[config.mk]
export PLATFORM = sky130hd
export DESIGN_NAME = gpio_pin_irq_pattern_match
export DESIGN_NICKNAME = d
export VERILOG_FILES = /design/src/design/gpio_pkg.sv /design/src/design/gpio_pin_irq_pattern_match.sv
export VERILOG_INCLUDE_DIRS = /design/src /design/src/design
export SDC_FILE = /design/constraint.sdc
export NUM_CORES = 2
export LEC_CHECK = 0
export BUFFER_PORTS_ARGS = -buffer_cell sky130_fd_sc_hd__buf_2
export CELL_PAD_IN_SITES_DETAIL_PLACEMENT = 0
export CELL_PAD_IN_SITES_GLOBAL_PLACEMENT = 1
export CORE_ASPECT_RATIO = 1.1
export CORE_UTILIZATION = 34
export CTS_CLUSTER_DIAMETER = 80
export DETAILED_ROUTE_END_ITERATION = 12
export HOLD_SLACK_MARGIN = 0.03
export PLACE_DENSITY = 0.63
export SYNTH_ARGS = -nofsm -noshare
export SYNTH_HDL_FRONTEND = slang
export SYNTH_SLANG_ARGS = --single-unit
export TNS_END_PERCENT = 10
[constraint.sdc]
create_clock -name clock -period 12.5 [get_ports clock]
set_clock_uncertainty 0.2 [all_clocks]
set_input_delay 0 -clock clock [delete_from_list [all_inputs] [get_ports clock]]
set_output_delay 0 -clock clock [all_outputs]
set_load 0.01 [all_outputs]
[src/design/gpio_params.svh]
// register offsets, field positions and reset values of the gpio block
`ifndef GPIO_PARAMS_SVH
`define GPIO_PARAMS_SVH

// per-port registers: port 0 at the offset, port 1 at offset + 4
`define OFS_DIR 12'h000
`define OFS_MASK 12'h008
`define OFS_PIN 12'h010
`define OFS_MPIN 12'h018
`define OFS_SET 12'h020
`define OFS_CLR 12'h028
`define OFS_NOT 12'h030
// group regs: word index = group * 2 + port
`define OFS_GRPPOL 12'h040
`define OFS_GRPENA 12'h050
`define OFS_GRPCTRL 12'h060
`define OFS_GRPSTAT 12'h064
// pin interrupt and pattern engine
`define OFS_INTSEL_LO 12'h080
`define OFS_INTSEL_HI 12'h084
`define OFS_ISEL 12'h088
`define OFS_IENR 12'h08C
`define OFS_IENF 12'h090
`define OFS_RISE 12'h094
`define OFS_FALL 12'h098
`define OFS_PMCTRL 12'h09C
`define OFS_PMSRC 12'h0A0
`define OFS_PMCFG 12'h0A4
`define OFS_PMEND 12'h0A8

`define PMCTRL_MODE 0
`define PMCTRL_EVENT 1
`define PMCTRL_PIN 2
`define RST_WORD 32'h0000_0000

`endif

[src/design/gpio_pkg.sv]
// types shared by the gpio block
`default_nettype none
package gpio_pkg;
    typedef enum logic [2:0] {
        SL_ALWAYS = 3'b000,
        SL_STICKY_RISE = 3'b001,
        SL_STICKY_FALL = 3'b010,
        SL_STICKY_BOTH = 3'b011,
        SL_HIGH = 3'b100,
        SL_LOW = 3'b101,
        SL_NEVER = 3'b110,
        SL_EDGE = 3'b111
    } slice_cfg_e;
    typedef enum logic [1:0] {
        PWR_ACTIVE = 2'b00,
        PWR_SLEEP = 2'b01,
        PWR_DEEP = 2'b10,
        PWR_DOWN = 2'b11
    } power_e;
endpackage
`default_nettype wire

[src/design/gpio_pin_irq_pattern_match.sv]
// two 32-bit gpio ports with group, pin and pattern-match interrupts
//
// What this block does
// two ports, 64 pins in all
// each pin has its own direction bit
// after reset all direction bits are zero, every pin an input
// set and clear writes drive ones-written bits high or low
// toggle write inverts every output bit written as one
// pin read returns the pad level whatever function owns it
// masked access leaves masked-off output bits unchanged
// byte and half-word writes update only the addressed lanes
// one word write sets all bits of a port's output
// two group interrupts each match their own pin combination
// group interrupts request wake-up from sleep, deep-sleep, power-down
// eight selectable pins each drive their own interrupt line
// pin selection ignores which function owns the pin
// edge interrupts fire on rising, falling or both edges
// level interrupts are active high or low and track the pin
// pin interrupts request wake-up from sleep and deep-sleep
// pattern engine ands levels or transitions of eight selected pins
// each product term drives its own interrupt line
// a match can pulse a cpu event, routable to a pin
// pattern engine wakes only from the sleep state
// pin inputs are synchronised before detection
`include "gpio_params.svh"
`default_nettype none
module gpio_pin_irq_pattern_match
    import gpio_pkg::*;
#(
    parameter int ADDR_W = 12
) (
    input wire logic clock,
    input wire logic resetn,
    input wire logic psel,
    input wire logic penable,
    input wire logic pwrite,
    input wire logic [ADDR_W-1:0] paddr,
    input wire logic [31:0] pwdata,
    input wire logic [3:0] pstrb,
    output logic [31:0] prdata,
    output logic pready,
    output logic pslverr,
    input wire logic [63:0] pinIn,
    output logic [63:0] pinOut,
    output logic [63:0] pinOe,
    input wire logic [1:0] powerState,
    output logic [7:0] pinIrq,
    output logic [1:0] grpIrq,
    output logic cpuEventNotify,
    output logic cpuEventPin,
    output logic wakeRequest
);

////////////////////////////////////////////////////////////////////////////
// apb decode

logic pready_r, pslverr_r;
logic [31:0] prdata_r, rdNxt;
logic errNxt;
logic [63:0] dir_r, msk_r, out_r, dirNxt, mskNxt, outNxt;
logic [63:0] sync1_r, sync2_r, sync3_r, pinLvl_r, pinPrev_r;
logic [127:0] grpPol_r, grpEna_r, grpPolNxt, grpEnaNxt;
logic [1:0] grpCtrl_r, grpIrq_r, grpNxt;
logic [63:0] intSel_r, intSelNxt;
logic [7:0] isel_r, ienr_r, ienf_r, rise_r, fall_r, riseNxt, fallNxt;
logic [2:0] pmCtrl_r;
logic [23:0] pmSrc_r, pmCfg_r;
logic [7:0] pmEnd_r, stick_r, stickNxt, termPrev_r, pinIrq_r;
logic [7:0] selNow, selPrev, term, pintOut, irqNxt;
logic event_r, eventPin_r, wake_r, eventNxt, wakeNxt;

wire [11:0] addr = {paddr[11:2], 2'b00};
wire [11:0] base = {paddr[11:3], 3'b000};
wire port = paddr[2];
wire setupAcc = psel & penable & ~pready_r;
wire accept = psel & penable & pready_r;
wire doWr = accept & pwrite;
wire [31:0] wm = {{8{pstrb[3]}}, {8{pstrb[2]}}, {8{pstrb[1]}},
    {8{pstrb[0]}}};
wire [11:0] polBase = `OFS_GRPPOL;
wire [11:0] enaBase = `OFS_GRPENA;
wire hitDir = base == `OFS_DIR;
wire hitMask = base == `OFS_MASK;
wire hitPin = base == `OFS_PIN;
wire hitMpin = base == `OFS_MPIN;
wire hitSet = base == `OFS_SET;
wire hitClr = base == `OFS_CLR;
wire hitNot = base == `OFS_NOT;
wire hitPol = paddr[11:4] == polBase[11:4];
wire hitEna = paddr[11:4] == enaBase[11:4];
wire [6:0] grpWord = {paddr[3:2], 5'b00000};
wire hitGctl = addr == `OFS_GRPCTRL;
wire hitGst = addr == `OFS_GRPSTAT;
wire hitSelLo = addr == `OFS_INTSEL_LO;
wire hitSelHi = addr == `OFS_INTSEL_HI;
wire hitIsel = addr == `OFS_ISEL;
wire hitIenr = addr == `OFS_IENR;
wire hitIenf = addr == `OFS_IENF;
wire hitRise = addr == `OFS_RISE;
wire hitFall = addr == `OFS_FALL;
wire hitPmc = addr == `OFS_PMCTRL;
wire hitPms = addr == `OFS_PMSRC;
wire hitPmf = addr == `OFS_PMCFG;
wire hitPme = addr == `OFS_PMEND;
wire [31:0] wbits = pwdata & wm;
wire pmMode = pmCtrl_r[`PMCTRL_MODE];

function automatic logic [31:0] merge(input logic [31:0] old,
    input logic [31:0] dat, input logic [31:0] en);
    merge = (old & ~en) | (dat & en);
endfunction

// read data is captured in the first access cycle, one wait state
always_comb begin
    rdNxt = `RST_WORD;
    errNxt = 1'b0;
    if (hitDir) begin
        rdNxt = dir_r[32*port +: 32];
    end else if (hitMask) begin
        rdNxt = msk_r[32*port +: 32];
    end else if (hitPin) begin
        // pad level readback
        rdNxt = pinLvl_r[32*port +: 32];
    end else if (hitMpin) begin
        rdNxt = pinLvl_r[32*port +: 32] & ~msk_r[32*port +: 32];
    end else if (hitSet || hitClr || hitNot) begin
        rdNxt = out_r[32*port +: 32];
    end else if (hitPol) begin
        rdNxt = grpPol_r[grpWord +: 32];
    end else if (hitEna) begin
        rdNxt = grpEna_r[grpWord +: 32];
    end else if (hitGctl) begin
        rdNxt = {30'h0000_0000, grpCtrl_r};
    end else if (hitGst) begin
        rdNxt = {30'h0000_0000, grpIrq_r};
    end else if (hitSelLo) begin
        rdNxt = intSel_r[31:0];
    end else if (hitSelHi) begin
        rdNxt = intSel_r[63:32];
    end else if (hitIsel) begin
        rdNxt = {24'h00_0000, isel_r};
    end else if (hitIenr) begin
        rdNxt = {24'h00_0000, ienr_r};
    end else if (hitIenf) begin
        rdNxt = {24'h00_0000, ienf_r};
    end else if (hitRise) begin
        rdNxt = {24'h00_0000, rise_r};
    end else if (hitFall) begin
        rdNxt = {24'h00_0000, fall_r};
    end else if (hitPmc) begin
        rdNxt = {29'h0000_0000, pmCtrl_r};
    end else if (hitPms) begin
        rdNxt = {8'h00, pmSrc_r};
    end else if (hitPmf) begin
        rdNxt = {8'h00, pmCfg_r};
    end else if (hitPme) begin
        rdNxt = {16'h0000, term, pmEnd_r};
    end else begin
        errNxt = 1'b1;
    end
end

always_ff @(posedge clock or negedge resetn) begin
    if (!resetn) begin
        pready_r <= 1'b0;
        pslverr_r <= 1'b0;
        prdata_r <= `RST_WORD;
    end else begin
        pready_r <= setupAcc;
        pslverr_r <= setupAcc & errNxt;
        prdata_r <= setupAcc ? rdNxt : `RST_WORD;
    end
end

////////////////////////////////////////////////////////////////////////////
// port registers

always_comb begin
    dirNxt = dir_r;
    mskNxt = msk_r;
    outNxt = out_r;
    for (int p = 0; p < 2; p++) begin
        if (doWr && port == p[0]) begin
            // per-bit direction, lane-gated via wm
            if (hitDir) begin
                dirNxt[32*p +: 32] = merge(dir_r[32*p +: 32], pwdata, wm);
            end else if (hitMask) begin
                mskNxt[32*p +: 32] = merge(msk_r[32*p +: 32], pwdata, wm);
            // whole port write
            end else if (hitPin) begin
                outNxt[32*p +: 32] = merge(out_r[32*p +: 32], pwdata, wm);
            // masked-off bits keep their value
            end else if (hitMpin) begin
                outNxt[32*p +: 32] = merge(out_r[32*p +: 32], pwdata,
                    wm & ~msk_r[32*p +: 32]);
            // set and clear
            end else if (hitSet) begin
                outNxt[32*p +: 32] = out_r[32*p +: 32] | wbits;
            end else if (hitClr) begin
                outNxt[32*p +: 32] = out_r[32*p +: 32] & ~wbits;
            // toggle
            end else if (hitNot) begin
                outNxt[32*p +: 32] = out_r[32*p +: 32] ^ wbits;
            end
        end
    end
end

// 64 pins, all inputs after reset
always_ff @(posedge clock or negedge resetn) begin
    if (!resetn) begin
        dir_r <= 64'h0000_0000_0000_0000;
        msk_r <= 64'h0000_0000_0000_0000;
        out_r <= 64'h0000_0000_0000_0000;
    end else begin
        dir_r <= dirNxt;
        msk_r <= mskNxt;
        out_r <= outNxt;
    end
end

////////////////////////////////////////////////////////////////////////////
// pin synchroniser

// three stages, a change counts once stages two and three agree
wire [63:0] agree = ~(sync2_r ^ sync3_r);
wire [63:0] lvlNxt = (agree & sync3_r) | (~agree & pinLvl_r);

always_ff @(posedge clock or negedge resetn) begin
    if (!resetn) begin
        sync1_r <= 64'h0000_0000_0000_0000;
        sync2_r <= 64'h0000_0000_0000_0000;
        sync3_r <= 64'h0000_0000_0000_0000;
        pinLvl_r <= 64'h0000_0000_0000_0000;
        pinPrev_r <= 64'h0000_0000_0000_0000;
    end else begin
        sync1_r <= pinIn;
        sync2_r <= sync1_r;
        sync3_r <= sync2_r;
        pinLvl_r <= lvlNxt;
        pinPrev_r <= pinLvl_r;
    end
end

////////////////////////////////////////////////////////////////////////////
// group interrupts

// or-mode: any enabled pin active; and-mode: all enabled active
always_comb begin
    for (int g = 0; g < 2; g++) begin
        logic [63:0] ena;
        logic [63:0] act;
        ena = grpEna_r[64*g +: 64];
        act = ena & ~(pinLvl_r ^ grpPol_r[64*g +: 64]);
        grpNxt[g] = grpCtrl_r[g] ? ((|ena) && act == ena) : (|act);
    end
end

always_comb begin
    grpPolNxt = grpPol_r;
    grpEnaNxt = grpEna_r;
    if (doWr && hitPol) begin
        grpPolNxt[grpWord +: 32] = merge(grpPol_r[grpWord +: 32], pwdata, wm);
    end
    if (doWr && hitEna) begin
        grpEnaNxt[grpWord +: 32] = merge(grpEna_r[grpWord +: 32], pwdata, wm);
    end
end

////////////////////////////////////////////////////////////////////////////
// pin interrupts

// any pin, taken from the pad level not the owning function
always_comb begin
    for (int k = 0; k < 8; k++) begin
        selNow[k] = pinLvl_r[intSel_r[8*k +: 6]];
        selPrev[k] = pinPrev_r[intSel_r[8*k +: 6]];
    end
end

wire [7:0] riseEv = selNow & ~selPrev;
wire [7:0] fallEv = ~selNow & selPrev;
wire [7:0] clrRise = (doWr && hitRise) ? wbits[7:0] : 8'h00;
wire [7:0] clrFall = (doWr && hitFall) ? wbits[7:0] : 8'h00;

// sticky edge flags, a new edge beats a clear in the same cycle
assign riseNxt = (rise_r & ~clrRise) | (riseEv & ~isel_r);
assign fallNxt = (fall_r & ~clrFall) | (fallEv & ~isel_r);
// edge mode, level mode with ienf as active level
assign pintOut = (isel_r & ienr_r & ~(selNow ^ ienf_r)) |
    (~isel_r & ((rise_r & ienr_r) | (fall_r & ienf_r)));

////////////////////////////////////////////////////////////////////////////
// pattern engine

wire clrStick = doWr && (hitPms || hitPmf);
logic [7:0] sliceHit;

// slices chained into product terms ended by pmEnd bits
always_comb begin
    logic acc;
    logic sL, sP;
    slice_cfg_e cfg;
    acc = 1'b1;
    sL = 1'b0;
    sP = 1'b0;
    cfg = SL_ALWAYS;
    stickNxt = clrStick ? 8'h00 : stick_r;
    for (int k = 0; k < 8; k++) begin
        sL = selNow[pmSrc_r[3*k +: 3]];
        sP = selPrev[pmSrc_r[3*k +: 3]];
        cfg = slice_cfg_e'(pmCfg_r[3*k +: 3]);
        case (cfg)
            SL_STICKY_RISE: stickNxt[k] = stickNxt[k] | (sL & ~sP);
            SL_STICKY_FALL: stickNxt[k] = stickNxt[k] | (~sL & sP);
            SL_STICKY_BOTH: stickNxt[k] = stickNxt[k] | (sL ^ sP);
            default: stickNxt[k] = stickNxt[k];
        endcase
        case (cfg)
            SL_ALWAYS: sliceHit[k] = 1'b1;
            SL_STICKY_RISE, SL_STICKY_FALL,
            SL_STICKY_BOTH: sliceHit[k] = stick_r[k];
            SL_HIGH: sliceHit[k] = sL;
            SL_LOW: sliceHit[k] = ~sL;
            SL_NEVER: sliceHit[k] = 1'b0;
            default: sliceHit[k] = sL ^ sP;
        endcase
        acc = acc & sliceHit[k];
        // a term ends at each end slice; slice 7 always ends one
        term[k] = acc & (pmEnd_r[k] | (k == 7));
        if (pmEnd_r[k]) begin
            acc = 1'b1;
        end
    end
end

// one pulse when any term newly matches
assign eventNxt = pmMode & pmCtrl_r[`PMCTRL_EVENT] & (|(term & ~termPrev_r));
assign irqNxt = pmMode ? term : pintOut;

// wake request by power state
assign wakeNxt =
    ((|grpNxt) && powerState != PWR_ACTIVE) ||
    (!pmMode && (|pintOut) &&
        (powerState == PWR_SLEEP || powerState == PWR_DEEP)) ||
    (pmMode && (|term) && powerState == PWR_SLEEP);

always_comb begin
    intSelNxt = intSel_r;
    if (doWr && hitSelLo) begin
        intSelNxt[31:0] = merge(intSel_r[31:0], pwdata, wm);
    end
    if (doWr && hitSelHi) begin
        intSelNxt[63:32] = merge(intSel_r[63:32], pwdata, wm);
    end
end

always_ff @(posedge clock or negedge resetn) begin
    if (!resetn) begin
        grpPol_r <= {4{`RST_WORD}};
        grpEna_r <= {4{`RST_WORD}};
        grpCtrl_r <= 2'b00;
        grpIrq_r <= 2'b00;
        intSel_r <= {2{`RST_WORD}};
        isel_r <= 8'h00;
        ienr_r <= 8'h00;
        ienf_r <= 8'h00;
        rise_r <= 8'h00;
        fall_r <= 8'h00;
        pmCtrl_r <= 3'b000;
        pmSrc_r <= 24'h00_0000;
        pmCfg_r <= 24'h00_0000;
        pmEnd_r <= 8'h00;
        stick_r <= 8'h00;
        termPrev_r <= 8'h00;
        pinIrq_r <= 8'h00;
        event_r <= 1'b0;
        eventPin_r <= 1'b0;
        wake_r <= 1'b0;
    end else begin
        grpPol_r <= grpPolNxt;
        grpEna_r <= grpEnaNxt;
        if (doWr && hitGctl) grpCtrl_r <= 2'(merge({30'h0, grpCtrl_r},
            pwdata, wm));
        grpIrq_r <= grpNxt;
        intSel_r <= intSelNxt;
        if (doWr && hitIsel) isel_r <= 8'(merge({24'h0, isel_r},
            pwdata, wm));
        if (doWr && hitIenr) ienr_r <= 8'(merge({24'h0, ienr_r},
            pwdata, wm));
        if (doWr && hitIenf) ienf_r <= 8'(merge({24'h0, ienf_r},
            pwdata, wm));
        rise_r <= riseNxt;
        fall_r <= fallNxt;
        if (doWr && hitPmc) pmCtrl_r <= 3'(merge({29'h0, pmCtrl_r},
            pwdata, wm));
        if (doWr && hitPms) pmSrc_r <= 24'(merge({8'h0, pmSrc_r},
            pwdata, wm));
        if (doWr && hitPmf) pmCfg_r <= 24'(merge({8'h0, pmCfg_r},
            pwdata, wm));
        if (doWr && hitPme) pmEnd_r <= 8'(merge({24'h0, pmEnd_r},
            pwdata, wm));
        stick_r <= stickNxt;
        termPrev_r <= term;
        pinIrq_r <= irqNxt;
        event_r <= eventNxt;
        eventPin_r <= eventNxt & pmCtrl_r[`PMCTRL_PIN];
        wake_r <= wakeNxt;
    end
end

assign prdata = prdata_r;
assign pready = pready_r;
assign pslverr = pslverr_r;
assign pinOut = out_r;
assign pinOe = dir_r;
assign pinIrq = pinIrq_r;
assign grpIrq = grpIrq_r;
assign cpuEventNotify = event_r;
assign cpuEventPin = eventPin_r;
assign wakeRequest = wake_r;

////////////////////////////////////////////////////////////////////////////
// checks

chk_dir_reset: assert property (
    @(posedge clock) $past(resetn) == 1'b0 && resetn |-> pinOe == 64'h0)
    else $error("pins not inputs after reset");
chk_set_bits: assert property (
    @(posedge clock) disable iff (!resetn)
    doWr && hitSet && !port && pstrb == 4'hF |=>
    pinOut[31:0] == ($past(pinOut[31:0]) | $past(pwdata)))
    else $error("set write wrong");
chk_clr_bits: assert property (
    @(posedge clock) disable iff (!resetn)
    doWr && hitClr && !port && pstrb == 4'hF |=>
    pinOut[31:0] == ($past(pinOut[31:0]) & ~$past(pwdata)))
    else $error("clear write wrong");
chk_toggle_bits: assert property (
    @(posedge clock) disable iff (!resetn)
    doWr && hitNot && !port && pstrb == 4'hF |=>
    pinOut[31:0] == ($past(pinOut[31:0]) ^ $past(pwdata)))
    else $error("toggle write wrong");
chk_mask_keep: assert property (
    @(posedge clock) disable iff (!resetn)
    doWr && hitMpin && !port |=>
    (pinOut[31:0] & $past(msk_r[31:0])) ==
    ($past(pinOut[31:0]) & $past(msk_r[31:0])))
    else $error("masked bit changed");
chk_byte_lane: assert property (
    @(posedge clock) disable iff (!resetn)
    doWr && hitPin && !port && pstrb == 4'h1 |=>
    pinOut[31:8] == $past(pinOut[31:8]))
    else $error("unaddressed lane changed");
chk_pad_read: assert property (
    @(posedge clock) disable iff (!resetn)
    setupAcc && !pwrite && hitPin && !port |=>
    pready && prdata == $past(pinLvl_r[31:0]))
    else $error("pad readback wrong");
chk_sync_agree: assert property (
    @(posedge clock) disable iff (!resetn)
    ((pinLvl_r ^ $past(pinLvl_r)) & $past(sync2_r ^ sync3_r)) == 64'h0)
    else $error("level taken before stages agree");
chk_level_irq: assert property (
    @(posedge clock) disable iff (!resetn)
    !pmMode && isel_r[0] && ienr_r[0] && selNow[0] == ienf_r[0] |=>
    pinIrq[0])
    else $error("level interrupt missing");
chk_event_pulse: assert property (
    @(posedge clock) disable iff (!resetn)
    cpuEventNotify |=> !cpuEventNotify)
    else $error("event longer than one cycle");

endmodule
`default_nettype wire

-- Word level (Yosys, flattened, before mapping)
Cells that the tools add are included.
- bits in registers: 996
- memories kept: 0
- word-level logic and storage cells: 529
- output and inout port bits: 175
- bits of input ports: 119
- bits in read-only memories: 0
- latch bits: 0
- bits in writable memories: 0
- shift operators: 9
- multiply operators: 0
- order comparisons: 16
- muxes and demuxes: 146
- equality and inequality tests: 73
- bitwise gates (word level): 185
- add/sub/neg operators: 1
- reduce and logical (&&, ||, !) cells: 64
- div/mod/pow operators: 0
- operators with widths (operator ; count):
    $mux 32 ; 22
    $and 32x32->32 ; 20
    $or 32x32->32 ; 14
    $and 64x64->64 ; 4
    $bwmux 128 ; 2
    $not 64->64 ; 4
    $reduce_or 64->1 ; 4
    $shiftx 128x8->32 ; 2
    $shiftx 32x9->128 ; 2
    $shiftx 64x7->32 ; 4
    $not 32->32 ; 7
    $mux 24 ; 8
    $xor 64x64->64 ; 3
    $and 8x8->8 ; 16
    $eq 64x64->1 ; 2
    $shift 32x9->128 const A ; 1
    $eq 10x6->1 const B ; 11
    $bmux 1 s6 ; 16
    $eq 3x3->1 const B ; 24
    $or 64x64->64 ; 1
    $or 8x8->8 ; 8
    $xor 32x32->32 ; 2
    $mux 1 ; 61
    $lt 6x7->1 const B ; 8
    other kinds (41) ; 248

-- Depth between registers and ports, before layout
- word-level depth: 41
- mapped depth: 23
- depth with buffers taken out: 19

-- Worst setup path before layout
OpenSTA, ideal clock, no wires.
- path kind: flip-flop to flip-flop
- start point: register with a tool-made name
- end point: register wake_r (netlist: wakeRequest)
- clock period less this slack: 5.954 ns
- path buffers: 4
- setup time: 0.124 ns
- slack: 6.546 ns
- arrival time: 5.630 ns
- cell stages (with the launch flop): 20
- data required time: 12.176 ns
- cell sequence: dfrtp_1 buf_4 buf_6 buf_2 buf_1 mux4_2 mux4_2 mux4_2 mux4_2 mux2i_1 ha_1 nand2_1 or3_1 o31ai_1 mux2i_1 o211ai_1 nor3_2 a2111oi_0 nand4_1 o31a_1
- RTL lines (element ; RTL line ; source):
    to (signal assigned) ; gpio_pin_irq_pattern_match.sv:408 ; wake_r <= wakeNxt;
    to (decl) ; gpio_pin_irq_pattern_match.sv:70 ; logic event_r, eventPin_r, wake_r, eventNxt, wakeNxt;

==> impl_metrics.tcl <==
set metrics [dict create \
    synth_edf_count 0 \
    first_pass_iters 6 \
    yosysSeqAreaShare_pct 42.1 \
    power_frac_seq_pct 42.4 \
    syn_area_per_cell_um2 10.9 \
    cts_tree "yes" \
    cp-start-kind "register" \
    end_kind "register" \
    p_sw_share_pct 28.5 \
    place.gp.congestion 1.04 \
    grt_max_degree 171 \
    die_w_um 400 \
    synthArstFlopShare_pct 100 \
    setup-tns-final_ns 0 \
    numPortBuffers 291 \
    drt-met1-wl_um 110000 \
    wl_met3_um 25400 \
    dr_total_vias 50300 \
    topRoutingLayerUsed "met5" \
    synth_mux_area_share_pct 22.8 \
    p_comb_share_pct 11.8 \
    clock_latency_ns 0.81 \
    hp-class "input pin to register" \
    final-hold-violation-count 0 \
    clk_path_buf_depth 3 \
    p_clk_share_pct 45.8 \
    grt_pass1_wl_um 391000 \
    path_cells "buf_4 -> mux4_2 -> mux4_2 -> nand2_1 -> nand3_1 -> nand2_1 -> and4b_1 -> nor4_2 -> ha_1 -> and4b_1 -> o31ai_1 -> mux2i_1 -> o211ai_1 -> nor3_2 -> a2111oi_0 -> nand4_1 -> o31a_1 -> dlygate4sd3_1" \
    max_freq_ghz 0.137 \
    finalMaxSlewViolations 0 \
    rsz0062_at_grt "false" \
    synth_top_family_by_area "multiplexers" \
    cts_root_buffer "clkbuf_16" \
    critPathMaxFanout 44 \
    layout-drive-gt1-share_pct 22.7 \
    cts.sinks 996 \
    slew_headroom_pct 14.4 \
    p_int_w 0.00583 \
    p_per_area_nw_per_um2 117 \
    setup_viol 0 \
    areaGrowthSynthToFinish_pct 17.3 \
    synth_compound_area_share_pct 15.6 \
    syn_inst 5454 \
    cts_buffers 115 \
    start_util_pct 34.2 \
    finalPower_w 0.00815 \
    netlist.area_leader.share_pct 42.1 \
    maxCapViolations 0 \
    syn-cell-area_um2 59200 \
    io_pins 294 \
    synth-simple-area-share_pct 8.52 \
    vias_per_cell 6.15 \
    fill_cells 16800 \
    grt_use_total_pct 31.5 \
    ys_seq_elements 996 \
    multi_input_area_um2 31700 \
    drc 0 \
    dpl.hpwl_um 198000 \
    avgRoutedWirePerCell_um 34.2 \
    worst_path_largest_cell_delay_ns 0.72 \
    synthAdderAreaFrac_pct 4.31 \
    clk_pin_slew_worst_paths_ns 0.06 \
    power.switching_w 0.00232 \
    fin_crit_sh_pct 58.4 \
    place_area_um2 63200 \
    first_global_vias 48900 \
    cts_setup_buffers 0 \
    nets 6073 \
    synth_warnings 0 \
    core_region_area_um2 173000 \
    synth_top_cell_by_area "dfrtp_1" \
    ir_drop_uv 123 \
    power.leakage_nw 28.5 \
    drt_wl_total_um 279000 \
    synth_nets 5726 \
    worstSetupPathType "register to register" \
    arrival_ns 7.79 \
    ant_nets 0 \
    worstPathRequired_ns 12.99 \
    die_y_um 440 \
    first_iter_violations 5796 \
    finalInstanceArea_um2 69500 \
    h-tree-depth 3 \
    antenna_found_initial 21 \
    synth_xor_area_share_pct 2.10 \
    die_area_um2 176000 \
    status "finished, final reports clean" \
    synth-main-ff-cell "dfrtp_1" \
    ys_types 90 \
    synth_area_leaders "dfrtp_1, mux4_2, mux2_2" \
    tightest_slew_ns 1.28 \
    cpMaxStageDelayCell "a2111oi_0" \
    overflow 0 \
    reg2reg_slack_ns 5.20 \
    fin_crit_ns 7.30 \
    ff_latch_area_um2 24900 \
    num_rows 160 \
    met2_length_um 123000 \
]
==> critical path, delay by kind of cell, from the launching register on <==
kind / cells / cell delay [ns]
flops: 1 / 0.37
fa+ha+maj: 1 / 0.34
simple gates: 8 / 2.07
compound gates: 4 / 1.69
mux: 3 / 1.28
buf+inv: 2 / 1.18
==> cells in the final DEF (no fill, tap or decap), types with 29 or more instances in the layout <==
cell type / netlist / layout
a211oi_1: 153 / 153
a21boi_0: 65 / 65
a21oi_1: 252 / 250
a221oi_1: 36 / 36
a22oi_1: 117 / 117
buf_2: 30 / 288
buf_4: 8 / 152
clkbuf_16: 0 / 115
dfrtp_1: 996 / 987
dlygate4sd3_1: 0 / 211
ha_1: 153 / 153
inv_1: 242 / 240
maj3_1: 64 / 64
mux2_2: 326 / 326
mux2i_1: 258 / 258
mux4_2: 300 / 300
nand2_1: 561 / 559
nand3_1: 60 / 50
nand4_1: 33 / 33
nor2_1: 273 / 270
nor2b_1: 33 / 33
nor3_1: 30 / 29
nor4_1: 48 / 45
o21ai_0: 233 / 233
o221ai_1: 31 / 31
o22ai_1: 88 / 88
o31ai_1: 272 / 272
xnor2_1: 138 / 138
==> routing by layer <==
layer	global-route usage [%]	up-vias
met2	47.4	2775
met5	0	-
met3	7.24	680
met1	40.5	25700
met4	20.6	4
li1	-	21100
==> power by group through the flow <==
stage	registers (W)	logic, W	clock network [W]
3_3_place_gp	0.00350	0.000884	0
6_report	0.00345	0.000965	0.00373
4_1_cts	0.00344	0.000942	0.00379
3_5_place_dp	0.00350	0.000890	0
2_1_floorplan	0.00341	0.000471	0
5_1_grt	0.00345	0.000999	0.00392
==> cell type report <==
class                   count  area share, %
well taps                2268           4.08
clock buffers             145           4.59
multi-input cells        3782           45.7
repair buffers            660           7.00
clock inverters            68           1.38
inverters                 246           1.33
flip-flops and latches    996           35.9
diodes                     11         0.0396
==> synthesized netlist by cell type, types with 5 or more instances <==
cell type	instances
and3_1	6
and2_1	13
o221ai_1	31
a311oi_1	6
nand3_1	60
a21oi_1	252
nand4b_1	5
o21ai_0	233
a21boi_0	65
a22oi_1	117
mux2i_1	258
nor4_1	48
mux2_2	326
buf_2	30
dfrtp_1	996
a32oi_1	6
o211ai_1	24
inv_1	242
nand4_1	33
xnor2_1	138
or3_1	6
ha_1	153
nand4bb_1	5
nor2_1	273
buf_1	41
nand2_1	561
a31oi_1	17
o31ai_1	272
a211oi_1	153
nand2b_1	26
mux4_1	19
mux4_2	300
clkbuf_1	340
a221oi_1	36
a221o_1	6
or2_2	7
nor3_1	30
a22o_1	18
maj3_1	64
nor2b_1	33
buf_4	8
buf_6	8
o22ai_1	88
a211o_1	6
nand3b_1	13
==> logic make-up after synthesis <==
group / Yosys count
buf+inv: 676
flops: 996
simple gates: 1141
fa+ha+maj: 217
xor+xnor: 142
compound gates: 1379
mux: 903
==> metrics by stage <==
step,hold WS [ns],cells,utilization [%],worst slack (ns)
6_report,0.0741,8176,40.2,5.20
5_1_grt,0.0951,8167,40.2,4.89
4_1_cts,0.0386,8165,40.2,5.35
3_5_place_dp,-0.155,7740,36.5,5.77
3_3_place_gp,-0.165,7740,36.5,5.83
2_1_floorplan,-0.496,5454,-,6.55
==> worst paths after layout <==
kind                                             from                          to  depth (start not counted)
worst max-delay path                         register       wakeRequest$_DFF_PN0_                         18
worst min-delay path                       pwdata[12]                    register                          5
worst max register to register               register       wakeRequest$_DFF_PN0_                         18
worst min register to register  sync1_r[23]$_DFF_PN0_       sync2_r[23]$_DFF_PN0_                          0
max in group asynchronous                      resetn  asynchronous set/reset pin                          6
min in group asynchronous                      resetn  asynchronous set/reset pin                          4
==> repair_timing <==
item                                   CTS  global route
hold buffers                           212             0
endpoints found under the hold margin  919             0
resized for setup                        0             0
(Power assumes the default switching activity.)
